**config.mk**
```make
export PLATFORM = sky130hd
export DESIGN_NAME = shl_endpoint
export DESIGN_NICKNAME = d
export VERILOG_FILES = /design/src/common/shl_pkg.sv /design/src/logic/shl_endpoint.sv
export SDC_FILE = /design/constraint.sdc
export NUM_CORES = 1
export LEC_CHECK = 0
export BUFFER_PORTS_ARGS = -buffer_cell sky130_fd_sc_hd__buf_2
export CAP_MARGIN = 25
export CORE_MARGIN = 5
export CORE_UTILIZATION = 60
export CTS_CLUSTER_SIZE = 25
export DETAILED_ROUTE_END_ITERATION = 12
export PLACE_DENSITY = 0.91
export SLEW_MARGIN = 5
export SYNTH_ARGS = -nofsm -noshare
export SYNTH_HDL_FRONTEND = slang
export SYNTH_SLANG_ARGS = --single-unit
```
**constraint.sdc**
```tcl
create_clock -name sys_clk_in -period 15.16 [get_ports sys_clk_in]
set_input_delay 0.758 -clock sys_clk_in [delete_from_list [all_inputs] [get_ports sys_clk_in]]
set_output_delay 0.758 -clock sys_clk_in [all_outputs]
set_load 0.05 [all_outputs]
```
**src/common/shl_pkg.sv**
```systemverilog
// Package of constants and types for the simplified HDLC link endpoint
`default_nettype none
package shl_pkg;
  // Control byte leading bits and field codes
  localparam logic [1:0] CTL_I_LEAD     = 2'h2;
  localparam logic [2:0] CTL_S_LEAD     = 3'h6;
  localparam logic [2:0] CTL_U_LEAD     = 3'h7;
  localparam logic [1:0] S_RR           = 2'h0;
  localparam logic [1:0] S_REJ          = 2'h1;
  localparam logic [1:0] S_RNR          = 2'h2;
  localparam logic [1:0] S_SREJ         = 2'h3;
  localparam logic [4:0] U_RSET         = 5'h19;
  localparam logic [4:0] U_UA           = 5'h06;
  // Window limits and capability bit
  localparam logic [2:0] WIN_MIN        = 3'h2;
  localparam logic [2:0] WIN_DEFAULT    = 3'h4;
  localparam int         CAP_SREJ_BIT   = 0;
  localparam logic [2:0] SEQ_ZERO       = 3'h0;
  // Timing, clock rate and derived cycle counts
  localparam int         CLK_HZ         = 50_000_000;
  localparam int         ACK_TIME_US    = 5000;
  localparam int         RETX_TIME_US   = 10000;
  localparam int         CONN_TIME_US   = 5000;
  localparam int         RNR_RR_MIN_US  = 5000;
  localparam int         RNR_RR_MAX_US  = 20000;
  localparam int         US_PER_S       = 1_000_000;
  localparam int         CYC_PER_US     = CLK_HZ / US_PER_S;
  // Ack limit is 5 ms at window 4; only the ack count below is scaled by window at run time
  localparam int         ACK_CYC_DEF    = (ACK_TIME_US * CYC_PER_US) / 4;
  localparam int         RETX_CYC_DEF   = RETX_TIME_US * CYC_PER_US;
  localparam int         CONN_CYC_DEF   = CONN_TIME_US * CYC_PER_US;
  localparam int         RNR_CYC_DEF    = ((RNR_RR_MIN_US + RNR_RR_MAX_US) / 2) * CYC_PER_US;
  localparam int         TMR_W          = 20;

  // Frame kinds exchanged with the framing layer
  typedef enum logic [2:0] {
    SHL_FR_I    = 3'h0,
    SHL_FR_S    = 3'h1,
    SHL_FR_RSET = 3'h2,
    SHL_FR_UA   = 3'h3,
    SHL_FR_NONE = 3'h7
  } shl_kind_t;

  // Link states, one-hot
  typedef enum logic [2:0] {
    SHL_ST_IDLE = 3'b001,
    SHL_ST_CONN = 3'b010,
    SHL_ST_UP   = 3'b100
  } shl_state_t;
endpackage : shl_pkg
`default_nettype wire

```
**src/logic/shl_endpoint.sv**
```systemverilog
// Link-layer endpoint: establishment, sequence state, timers and supervisory frames
// Notes on behaviour
// - Reset frame may carry a window request, never below 2.
// - Window offered too large: answer with own smaller reset, not UA.
// - Offered window below default is adopted and acknowledged by UA.
// - Reset payload: optional window byte 2..4, optional capability byte; defaults otherwise.
// - Reset sent in reply offers a window strictly below the peer's offer.
// - Capability bit 0 advertises selective reject; other bits sent zero.
// - UA frames are sent with no payload.
// - Window defaults to 4, reduced only at establishment, then fixed.
// - Received information frames acknowledged within 5 ms times window over four.
// - Unacknowledged information frames retransmitted after at least 10 ms.
// - Reset resent if no UA or reset answers within 5 ms.
// - Sequence numbers modulo 8; window test uses wrapped comparison.
// - On establishment all three sequence numbers become zero.
// - Starting a link sends reset; received UA establishes it.
// - Link reset discards buffers and retransmit queue, informs upper layer.
// - Before establishment only reset and UA frames are accepted.
// - Crossed resets resolve; both UA then default window; code keeps the window adopted from the peer's reset offer instead.
// - Ack timer starts on first frame after ack; piggyback stops it.
// - Sequence gap without usable selective reject sends reject promptly.
// - Not-ready acknowledges like ready and suspends peer information frames.
// - Ready following not-ready repeats every 5 to 20 ms until I-frame.
// - Resume received with no data sends empty information frame.
// - Control byte: I=10+ns+nr, S=110+type+nr, U=111+modifier.
// - Supervisory types RR=00, REJ=01, RNR=10, SREJ=11.
// - Modifiers RSET=11001, UA=00110.
// - Selective reject sent only if both sides advertised it.
`default_nettype none
module shl_endpoint
  import shl_pkg::*;
#(
  parameter int ACK_CYC  = ACK_CYC_DEF,
  parameter int RETX_CYC = RETX_CYC_DEF,
  parameter int CONN_CYC = CONN_CYC_DEF,
  parameter int RNR_CYC  = RNR_CYC_DEF,
  parameter logic [2:0] LOCAL_WIN  = WIN_DEFAULT,
  parameter logic       LOCAL_SREJ = 1'b0
) (
  input  wire logic       sys_clk_in,
  input  wire logic       rst_in,
  input  wire logic       start_in,
  input  wire logic       rx_valid_in,
  input  wire logic       rx_crc_ok_in,
  input  wire logic [7:0] rx_ctrl_in,
  input  wire logic       rx_has_win_in,
  input  wire logic [7:0] rx_win_in,
  input  wire logic       rx_has_cap_in,
  input  wire logic [7:0] rx_cap_in,
  input  wire logic       rx_eof_in,
  input  wire logic       tx_data_pending_in,
  input  wire logic       tx_i_req_in,
  input  wire logic       local_busy_in,
  input  wire logic       tx_ready_in,
  output logic            tx_valid_out,
  output logic [7:0]      tx_ctrl_out,
  output logic [1:0]      tx_payload_len_out,
  output logic [7:0]      tx_win_out,
  output logic [7:0]      tx_cap_out,
  output logic            tx_i_take_out,
  output logic            rx_i_deliver_out,
  output logic            link_up_out,
  output logic            link_reset_out,
  output logic            peer_stopped_out,
  output logic            retx_req_out,
  output logic [2:0]      retx_from_out,
  output logic [2:0]      window_out,
  output logic            srej_on_out
);

  // Whole module state in one record
  typedef struct packed {
    shl_state_t       st;
    logic [2:0]       win;
    logic             srej;
    logic [2:0]       ns;
    logic [2:0]       nr;
    logic [2:0]       dnr;
    logic [TMR_W-1:0] ack_t;
    logic             ack_run;
    logic [TMR_W-1:0] retx_t;
    logic [TMR_W-1:0] conn_t;
    logic [TMR_W-1:0] rnr_t;
    logic             rnr_sent;
    logic             rnr_rep;
    logic             got_ua;
    logic             sent_ua;
    logic             rej_sent;
    logic             peer_stop;
    logic             need_empty_i;
    logic             tx_valid;
    logic [7:0]       tx_ctrl;
    logic [1:0]       tx_len;
    logic [7:0]       tx_win;
    logic [7:0]       tx_cap;
    logic             tx_take;
    logic             deliver;
    logic             lreset;
    logic             retx;
    logic [2:0]       retx_from;
    logic             up;
  } shl_st_t;

  shl_st_t s_q, s_d;

  // Wrapped window membership X <= Y < Z modulo 8
  function automatic logic in_win(input logic [2:0] x, input logic [2:0] y, input logic [2:0] z);
    if (x <= z) begin
      in_win = (x <= y) && (y < z);
    end else begin
      in_win = (y >= x) || (y < z);
    end
  endfunction

  // Build control bytes
  function automatic logic [7:0] ctl_s(input logic [1:0] ty, input logic [2:0] nr);
    ctl_s = {CTL_S_LEAD, ty, nr};
  endfunction
  function automatic logic [7:0] ctl_u(input logic [4:0] m);
    ctl_u = {CTL_U_LEAD, m};
  endfunction

  // Cycle count scaled by window, so the ack limit shrinks with a smaller window
  function automatic logic [TMR_W-1:0] ack_lim(input logic [2:0] w);
    ack_lim = TMR_W'(ACK_CYC * int'(w));
  endfunction

  logic       rx_ok;
  logic [2:0] rx_ns;
  logic [2:0] rx_nr;
  logic [2:0] off_win;
  logic       off_srej;

  // Frame fields; only frames passing the check are used
  assign rx_ok    = rx_valid_in && rx_crc_ok_in;
  assign rx_ns    = rx_ctrl_in[5:3];
  assign rx_nr    = rx_ctrl_in[2:0];
  assign off_win  = rx_has_win_in ? rx_win_in[2:0] : WIN_DEFAULT;
  assign off_srej = rx_has_cap_in ? rx_cap_in[CAP_SREJ_BIT] : 1'b0;

  // Next-state logic: reception, timers, then one transmit choice by priority
  always_comb begin
    logic       is_i;
    logic       is_s;
    logic       is_rset;
    logic       is_ua;
    logic       send_rset;
    logic       send_ua;
    logic [2:0] reply_win;
    logic       ack_due;
    logic       send_rej;
    logic       send_srej;
    logic       send_rr;
    logic       send_rnr;
    s_d       = s_q;
    is_i      = 1'b0;
    is_s      = 1'b0;
    is_rset   = 1'b0;
    is_ua     = 1'b0;
    send_rset = 1'b0;
    send_ua   = 1'b0;
    reply_win = LOCAL_WIN;
    ack_due   = 1'b0;
    send_rej  = 1'b0;
    send_srej = 1'b0;
    send_rr   = 1'b0;
    send_rnr  = 1'b0;
    s_d.deliver = 1'b0;
    s_d.lreset  = 1'b0;
    s_d.retx    = 1'b0;
    s_d.tx_take = 1'b0;
    if (s_q.tx_valid && tx_ready_in) begin
      s_d.tx_valid = 1'b0;
    end

    if (rx_ok) begin
      is_i    = (rx_ctrl_in[7:6] == CTL_I_LEAD);
      is_s    = (rx_ctrl_in[7:5] == CTL_S_LEAD);
      is_rset = (rx_ctrl_in[7:5] == CTL_U_LEAD) && (rx_ctrl_in[4:0] == U_RSET);
      is_ua   = (rx_ctrl_in[7:5] == CTL_U_LEAD) && (rx_ctrl_in[4:0] == U_UA);
    end

    // Local start or recovery reset of the link
    if (start_in) begin
      if (s_q.st == SHL_ST_UP) begin
        s_d.lreset = 1'b1;
      end
      s_d.st      = SHL_ST_CONN;
      s_d.win     = LOCAL_WIN;
      // A UA answer carries no capability, so selective reject stays off
      s_d.srej    = 1'b0;
      s_d.got_ua  = 1'b0;
      s_d.sent_ua = 1'b0;
      send_rset   = 1'b1;
    end else if (is_rset) begin
      // Peer reset: adopt if acceptable, else counter-offer smaller
      if (s_q.st == SHL_ST_UP) begin
        s_d.lreset = 1'b1;
      end
      if (off_win > LOCAL_WIN) begin
        reply_win = (LOCAL_WIN < off_win) ? LOCAL_WIN : off_win - 3'h1;
        if (reply_win < WIN_MIN) begin
          reply_win = WIN_MIN;
        end
        send_rset  = 1'b1;
        s_d.win    = reply_win;
        s_d.srej   = off_srej && LOCAL_SREJ;
        s_d.got_ua = 1'b0;
        s_d.st     = SHL_ST_CONN;
        s_d.sent_ua = 1'b0;
      end else begin
        s_d.win    = (off_win < WIN_MIN) ? WIN_MIN : off_win;
        s_d.srej   = off_srej && LOCAL_SREJ;
        send_ua    = 1'b1;
        s_d.sent_ua = 1'b1;
        if (s_q.st != SHL_ST_CONN || s_q.got_ua) begin
          s_d.st = SHL_ST_UP;
        end
      end
    end else if (is_ua && s_q.st == SHL_ST_CONN) begin
      s_d.got_ua = 1'b1;
      s_d.st     = SHL_ST_UP;
    end

    // Entering the established state, or accepting a new reset, clears the sequence state
    if ((s_d.st == SHL_ST_UP && s_q.st != SHL_ST_UP) || send_ua) begin
      s_d.ns = SEQ_ZERO;
      s_d.nr = SEQ_ZERO;
      s_d.dnr = SEQ_ZERO;
      s_d.ack_run = 1'b0;
      s_d.rej_sent = 1'b0;
      s_d.peer_stop = 1'b0;
      s_d.rnr_sent = 1'b0;
      s_d.rnr_rep = 1'b0;
      s_d.need_empty_i = 1'b0;
    end

    // Link state kept in its own flop so the output needs no decode
    s_d.up = (s_d.st == SHL_ST_UP);

    // Connect timer: resend reset when no answer arrives
    if (s_q.st == SHL_ST_CONN && !send_rset && !send_ua) begin
      if (s_q.conn_t >= TMR_W'(CONN_CYC - 1)) begin
        send_rset = 1'b1;
      end else begin
        s_d.conn_t = s_q.conn_t + 1'b1;
      end
    end

    // Established traffic; other frames are dropped before establishment
    if (s_q.st == SHL_ST_UP && !is_rset && !start_in) begin
      if (is_i || is_s) begin
        if (in_win(s_q.dnr, rx_nr - 3'h1, s_q.ns) || rx_nr == s_q.ns) begin
          s_d.dnr = rx_nr;
        end
      end
      if (is_i) begin
        s_d.rnr_rep = 1'b0;
        if (rx_ns == s_q.nr && !local_busy_in) begin
          s_d.nr       = s_q.nr + 3'h1;
          s_d.deliver  = 1'b1;
          s_d.rej_sent = 1'b0;
          s_d.ack_run  = 1'b1;
        end else if (rx_ns != s_q.nr && !s_q.rej_sent) begin
          if (s_q.srej && rx_ns == s_q.nr + 3'h1) begin
            send_srej = 1'b1;
          end else begin
            send_rej = 1'b1;
          end
        end
      end
      if (is_s) begin
        case (rx_ctrl_in[4:3])
          S_RR: begin
            if (s_q.peer_stop && !tx_data_pending_in) begin
              s_d.need_empty_i = 1'b1;
            end
            s_d.peer_stop = 1'b0;
          end
          S_RNR: s_d.peer_stop = 1'b1;
          S_REJ: begin
            s_d.retx      = 1'b1;
            s_d.retx_from = rx_nr;
            s_d.ns        = rx_nr;
          end
          default: begin
            s_d.retx      = 1'b1;
            s_d.retx_from = rx_nr;
          end
        endcase
      end
      // Ack timer limit is scaled down with the window
      if (s_q.ack_run) begin
        if (s_q.ack_t >= ack_lim(s_q.win) - 1'b1) begin
          ack_due = 1'b1;
        end else begin
          s_d.ack_t = s_q.ack_t + 1'b1;
        end
      end
      // Retransmit timer runs while frames are outstanding; an ack restarts it for the new oldest frame
      if (s_q.dnr != s_q.ns && s_d.dnr == s_q.dnr) begin
        if (s_q.retx_t >= TMR_W'(RETX_CYC - 1)) begin
          s_d.retx      = 1'b1;
          s_d.retx_from = s_q.dnr;
          s_d.ns        = s_q.dnr;
          s_d.retx_t    = '0;
        end else begin
          s_d.retx_t = s_q.retx_t + 1'b1;
        end
      end else begin
        s_d.retx_t = '0;
      end
      // Repeat the resume RR while no I-frame arrives
      if (s_q.rnr_rep) begin
        if (s_q.rnr_t >= TMR_W'(RNR_CYC - 1)) begin
          send_rr = 1'b1;
        end else begin
          s_d.rnr_t = s_q.rnr_t + 1'b1;
        end
      end
      if (local_busy_in && !s_q.rnr_sent && (ack_due || is_i)) begin
        send_rnr = 1'b1;
      end else if (!local_busy_in && s_q.rnr_sent) begin
        send_rr = 1'b1;
      end else if (ack_due) begin
        send_rr = 1'b1;
      end
    end

    // One frame out per free transmitter slot; timed ack beats piggyback
    if (!s_d.tx_valid) begin
      if (send_rset) begin
        s_d.tx_valid = 1'b1;
        s_d.tx_ctrl  = ctl_u(U_RSET);
        s_d.tx_len   = 2'h2;
        s_d.tx_win   = {5'h0, reply_win};
        s_d.tx_cap   = {7'h0, LOCAL_SREJ};
        s_d.conn_t   = '0;
      end else if (send_ua) begin
        s_d.tx_valid = 1'b1;
        s_d.tx_ctrl  = ctl_u(U_UA);
        s_d.tx_len   = 2'h0;
        s_d.tx_win   = 8'h00;
        s_d.tx_cap   = 8'h00;
      end else if (send_rej || send_srej || send_rnr || send_rr) begin
        s_d.tx_valid = 1'b1;
        s_d.tx_ctrl  = ctl_s(send_rej ? S_REJ : send_srej ? S_SREJ : send_rnr ? S_RNR : S_RR, s_d.nr);
        s_d.tx_len   = 2'h0;
        s_d.ack_run  = 1'b0;
        s_d.ack_t    = '0;
        s_d.rej_sent = send_rej || s_q.rej_sent;
        if (send_rnr) begin
          s_d.rnr_sent = 1'b1;
        end else if (send_rr && s_q.rnr_sent) begin
          s_d.rnr_sent = 1'b0;
          s_d.rnr_rep  = 1'b1;
        end
        s_d.rnr_t = '0;
      end else if (s_q.st == SHL_ST_UP && !s_d.peer_stop && !s_d.retx &&
                   (tx_i_req_in || s_q.need_empty_i) && in_win(s_q.dnr, s_q.ns, s_q.dnr + s_q.win)) begin
        s_d.tx_valid     = 1'b1;
        s_d.tx_ctrl      = {CTL_I_LEAD, s_q.ns, s_d.nr};
        s_d.tx_len       = 2'h0;
        s_d.tx_take      = tx_i_req_in;
        s_d.need_empty_i = 1'b0;
        s_d.ns           = s_q.ns + 3'h1;
        s_d.ack_run      = 1'b0;
        s_d.ack_t        = '0;
      end
    end
  end

  // State register
  always_ff @(posedge sys_clk_in or posedge rst_in) begin
    if (rst_in) begin
      s_q <= '{st: SHL_ST_IDLE, win: WIN_DEFAULT, default: '0};
    end else begin
      s_q <= s_d;
    end
  end

  // Outputs straight from the state record
  assign tx_valid_out       = s_q.tx_valid;
  assign tx_ctrl_out        = s_q.tx_ctrl;
  assign tx_payload_len_out = s_q.tx_len;
  assign tx_win_out         = s_q.tx_win;
  assign tx_cap_out         = s_q.tx_cap;
  assign tx_i_take_out      = s_q.tx_take;
  assign rx_i_deliver_out   = s_q.deliver;
  assign link_up_out        = s_q.up;
  assign link_reset_out     = s_q.lreset;
  assign peer_stopped_out   = s_q.peer_stop;
  assign retx_req_out       = s_q.retx;
  assign retx_from_out      = s_q.retx_from;
  assign window_out         = s_q.win;
  assign srej_on_out        = s_q.srej;

endmodule : shl_endpoint
`default_nettype wire

```
==> results.sh <==
export IMPL_yosysTopAreaCell="dfrtp_1"
export IMPL_drt_pass1_iter_count=6
export IMPL_cpPeakStageDelay_ps=670
export IMPL_cts_tree="yes"
export IMPL_synth_edf_count=0
export IMPL_vias_per_cell=6.33
export IMPL_yosysTopAreaCellShare=0.373
export IMPL_cp_required_ps=15430
export IMPL_gr_total_overflow=0
export IMPL_reg2reg_from="window_out[0]$_DFFE_PP0N_"
export IMPL_cp_cell_sequence="inv_1, fa_1, inv_1, ha_1, a21o_1, a21oi_1, nor2b_1, a21oi_1, o31ai_1, nand2_1, xnor2_1, ha_1, nand2_1, o21ai_0, a31oi_1, o22ai_1, a22oi_1, nand3_1, o21a_1, nor2_1"
export IMPL_root_buffer="clkbuf_16"
export IMPL_drc=0
export IMPL_cp_slowest_cell="o21a_1"
export IMPL_regArea_mm2=0.00308
export IMPL_netlist_area_mm2=0.00812
export IMPL_slew_headroom=0.415
export IMPL_drt_iter0_drc=646
export IMPL_fmax_mhz=166
export IMPL_multi_input_area_mm2=0.00460
export IMPL_die_x_um=126
export IMPL_cts_buffers=17
export IMPL_clk_pin_slew_worst_paths_ps=60
export IMPL_cts_sinks=123
export IMPL_io_buffers=45
export IMPL_dr_max_layer_used="met5"
export IMPL_cpLargestDelayFamily="compound AO/OA/AOI/OAI gates"
export IMPL_cts_hold_fix_buffers=0
export IMPL_avgSynthCellArea_um2=9.02
export IMPL_io_pins=76
export IMPL_period_share=0.398
export IMPL_fill_cells=1007
export IMPL_dieArea_mm2=0.0160
export IMPL_grt_usage=0.248
export IMPL_gp_congestion=0.957
export IMPL_core_area_mm2=0.0132
export IMPL_drive_gt1_frac=0.104
export IMPL_max_cap_violations=0
export IMPL_whs_ps=397
export IMPL_ant_nets=0
export IMPL_cts_setup_buffers=0
export IMPL_ys_ff_latch=123
export IMPL_critPathLaunch="window_out[0]$_DFFE_PP0N_"
export IMPL_synth_main_ff_cell="dfrtp_1"
export IMPL_power_leakage_nw=4.12
export IMPL_fin_crit_ps=6030
export IMPL_end_kind="register"
export IMPL_syn2layout_area_growth_pct=9.44
export IMPL_fin_tns_setup_ps=0
export IMPL_final_setup_skew_ps=6.74
export IMPL_drt_wl_total_um=19900
export IMPL_start_util=0.613
export IMPL_hold_path_class="primary input to async pin"
export IMPL_clk_latency_ps=420
export IMPL_cp_num_buf_inv=2
export IMPL_cts_buffer_depth=2
export IMPL_wl_met3_um=1250
export IMPL_layout_setup_ws_ps=9130
export IMPL_critPathMaxFanout=21
export IMPL_grt_pass1_wl_um=32900
export IMPL_p_per_area_mw_per_mm2=87.9
export IMPL_place_hpwl_um=13600
export IMPL_synthArstFlopShare=1.00
export IMPL_wl_met1_um=8210
export IMPL_startpoint_type="register"
export IMPL_die_h_um=126
export IMPL_ctsResizeCount=0
export IMPL_yosys_warnings=0
export IMPL_synth_area_top_cells="dfrtp_1, ha_1, nor2_1"
export IMPL_htreeDepth=4
export IMPL_dp_slack_ps=9280
export IMPL_setup_viol=0
export IMPL_final_nets=1024
export IMPL_synth_cells=901
export IMPL_antenna_found_initial=1
export IMPL_diodes=0
export IMPL_rsz0062_at_grt="no"
export IMPL_synth_commonest_cells="dfrtp_1, nor2_1, nand2_1"
export IMPL_outcome="finished clean"
export IMPL_synth_seq_area_share=0.379
export IMPL_crit_type="register to register"
export IMPL_wl_met2_um=9800
export IMPL_grt_pass1_vias=6884
export IMPL_tightest_slew_ps=874
export IMPL_vias=7072
export IMPL_critPathArrivalTime_ps=6300
export IMPL_row_count=42
export IMPL_grt_max_degree=81
export IMPL_wl_per_cell_um=17.8
export IMPL_drv_slew=0
export IMPL_yosysMostFrequentCell="dfrtp_1"
export IMPL_synth_distinct_cells=79
export IMPL_peakVddDrop_uv=66.9
export IMPL_hold_viol_final=0
==> layout by cell type (no fill, tap or decap), types with 7 or more instances in the layout <==
master,count
buf_2,45
nand4_1,31
a21oi_1,21
ha_1,56
nor4_1,11
nand2b_1,11
o21ai_0,47
a211oi_1,8
and2_1,7
and3_1,30
xnor2_1,30
conb_1,15
nor2b_1,15
nand2_1,75
xor2_1,44
o31ai_1,7
nor3_1,36
dfrtp_1,121
inv_1,33
nor2_1,107
a31oi_1,10
nand3_1,28
clkbuf_16,17
==> layout make-up <==
| class | count | share of cell area |
|---|---|---|
| Tap cell | 176 | 0.0248 |
| Clock buffer | 17 | 0.0479 |
| Clock inverter | 15 | 0.0159 |
| Inverter | 34 | 0.0146 |
| Timing Repair Buffer | 51 | 0.0327 |
| Sequential cell | 123 | 0.347 |
| Multi-Input combinational cell | 701 | 0.518 |
==> power by group <==
| group | switching [W] | total (W) | internal [W] |
|---|---|---|---|
| Clock | 0.000158 | 0.000386 | 0.000228 |
| Combinational | 0.0000402 | 0.0000557 | 0.0000155 |
| Sequential | 0.00000612 | 0.000340 | 0.000334 |
| Total | 0.000204 | 0.000781 | 0.000577 |
==> through the flow <==
stage	util	area, µm²	std cells	power, W
2_1_floorplan	-	8180	915	0.000388
3_3_place_gp	0.626	8290	1083	0.000397
3_5_place_dp	0.626	8290	1083	0.000399
4_1_cts	0.669	8850	1115	0.000783
5_1_grt	0.671	8890	1117	0.000808
6_report	0.671	8890	1117	0.000781
==> sequential cells by signal, summed over array words and instances, names as in the netlist <==
name	count
link_reset_out	1
link_up_out	1
peer_stopped_out	1
retx_from_out	3
retx_req_out	1
rx_i_deliver_out	1
s_q	98
tx_ctrl_out	8
tx_i_take_out	1
tx_payload_len_out	1
tx_valid_out	1
tx_win_out	3
window_out	3
==> logic make-up after synthesis <==
family	share of synthesized area
flip-flops	0.379
buffers and inverters	0.0607
multiplexers	0.00647
XOR/XNOR	0.0798
AND/OR/NAND/NOR	0.240
adder cells (fa/ha/maj)	0.0987
AO/OA/AOI/OAI	0.134
other	0.000462
==> final timing paths <==
check                           slack [ps]  cells after the start                    endpoint
worst max register to register        9130                     20          s_q[114]$_DFF_PP0_
max in group asynchronous            13720                      4          s_q[136]$_DFF_PP1_
worst min-delay path                   400                      2          s_q[116]$_DFF_PP0_
worst max-delay path                  9130                     20          s_q[114]$_DFF_PP0_
worst min register to register         470                      1  tx_ctrl_out[7]$_DFFE_PP0P_
min in group sys_clk_in                470                      1  tx_ctrl_out[7]$_DFFE_PP0P_
==> routing by layer <==
| layer | global-route usage | up-vias |
|---|---|---|
| met4 | 0.0940 | 2 |
| met3 | 0.0467 | 78 |
| met5 | 0 | - |
| met2 | 0.415 | 377 |
| li1 | - | 3246 |
| met1 | 0.321 | 3369 |
Note: power is estimated with default switching activity, not from simulation.
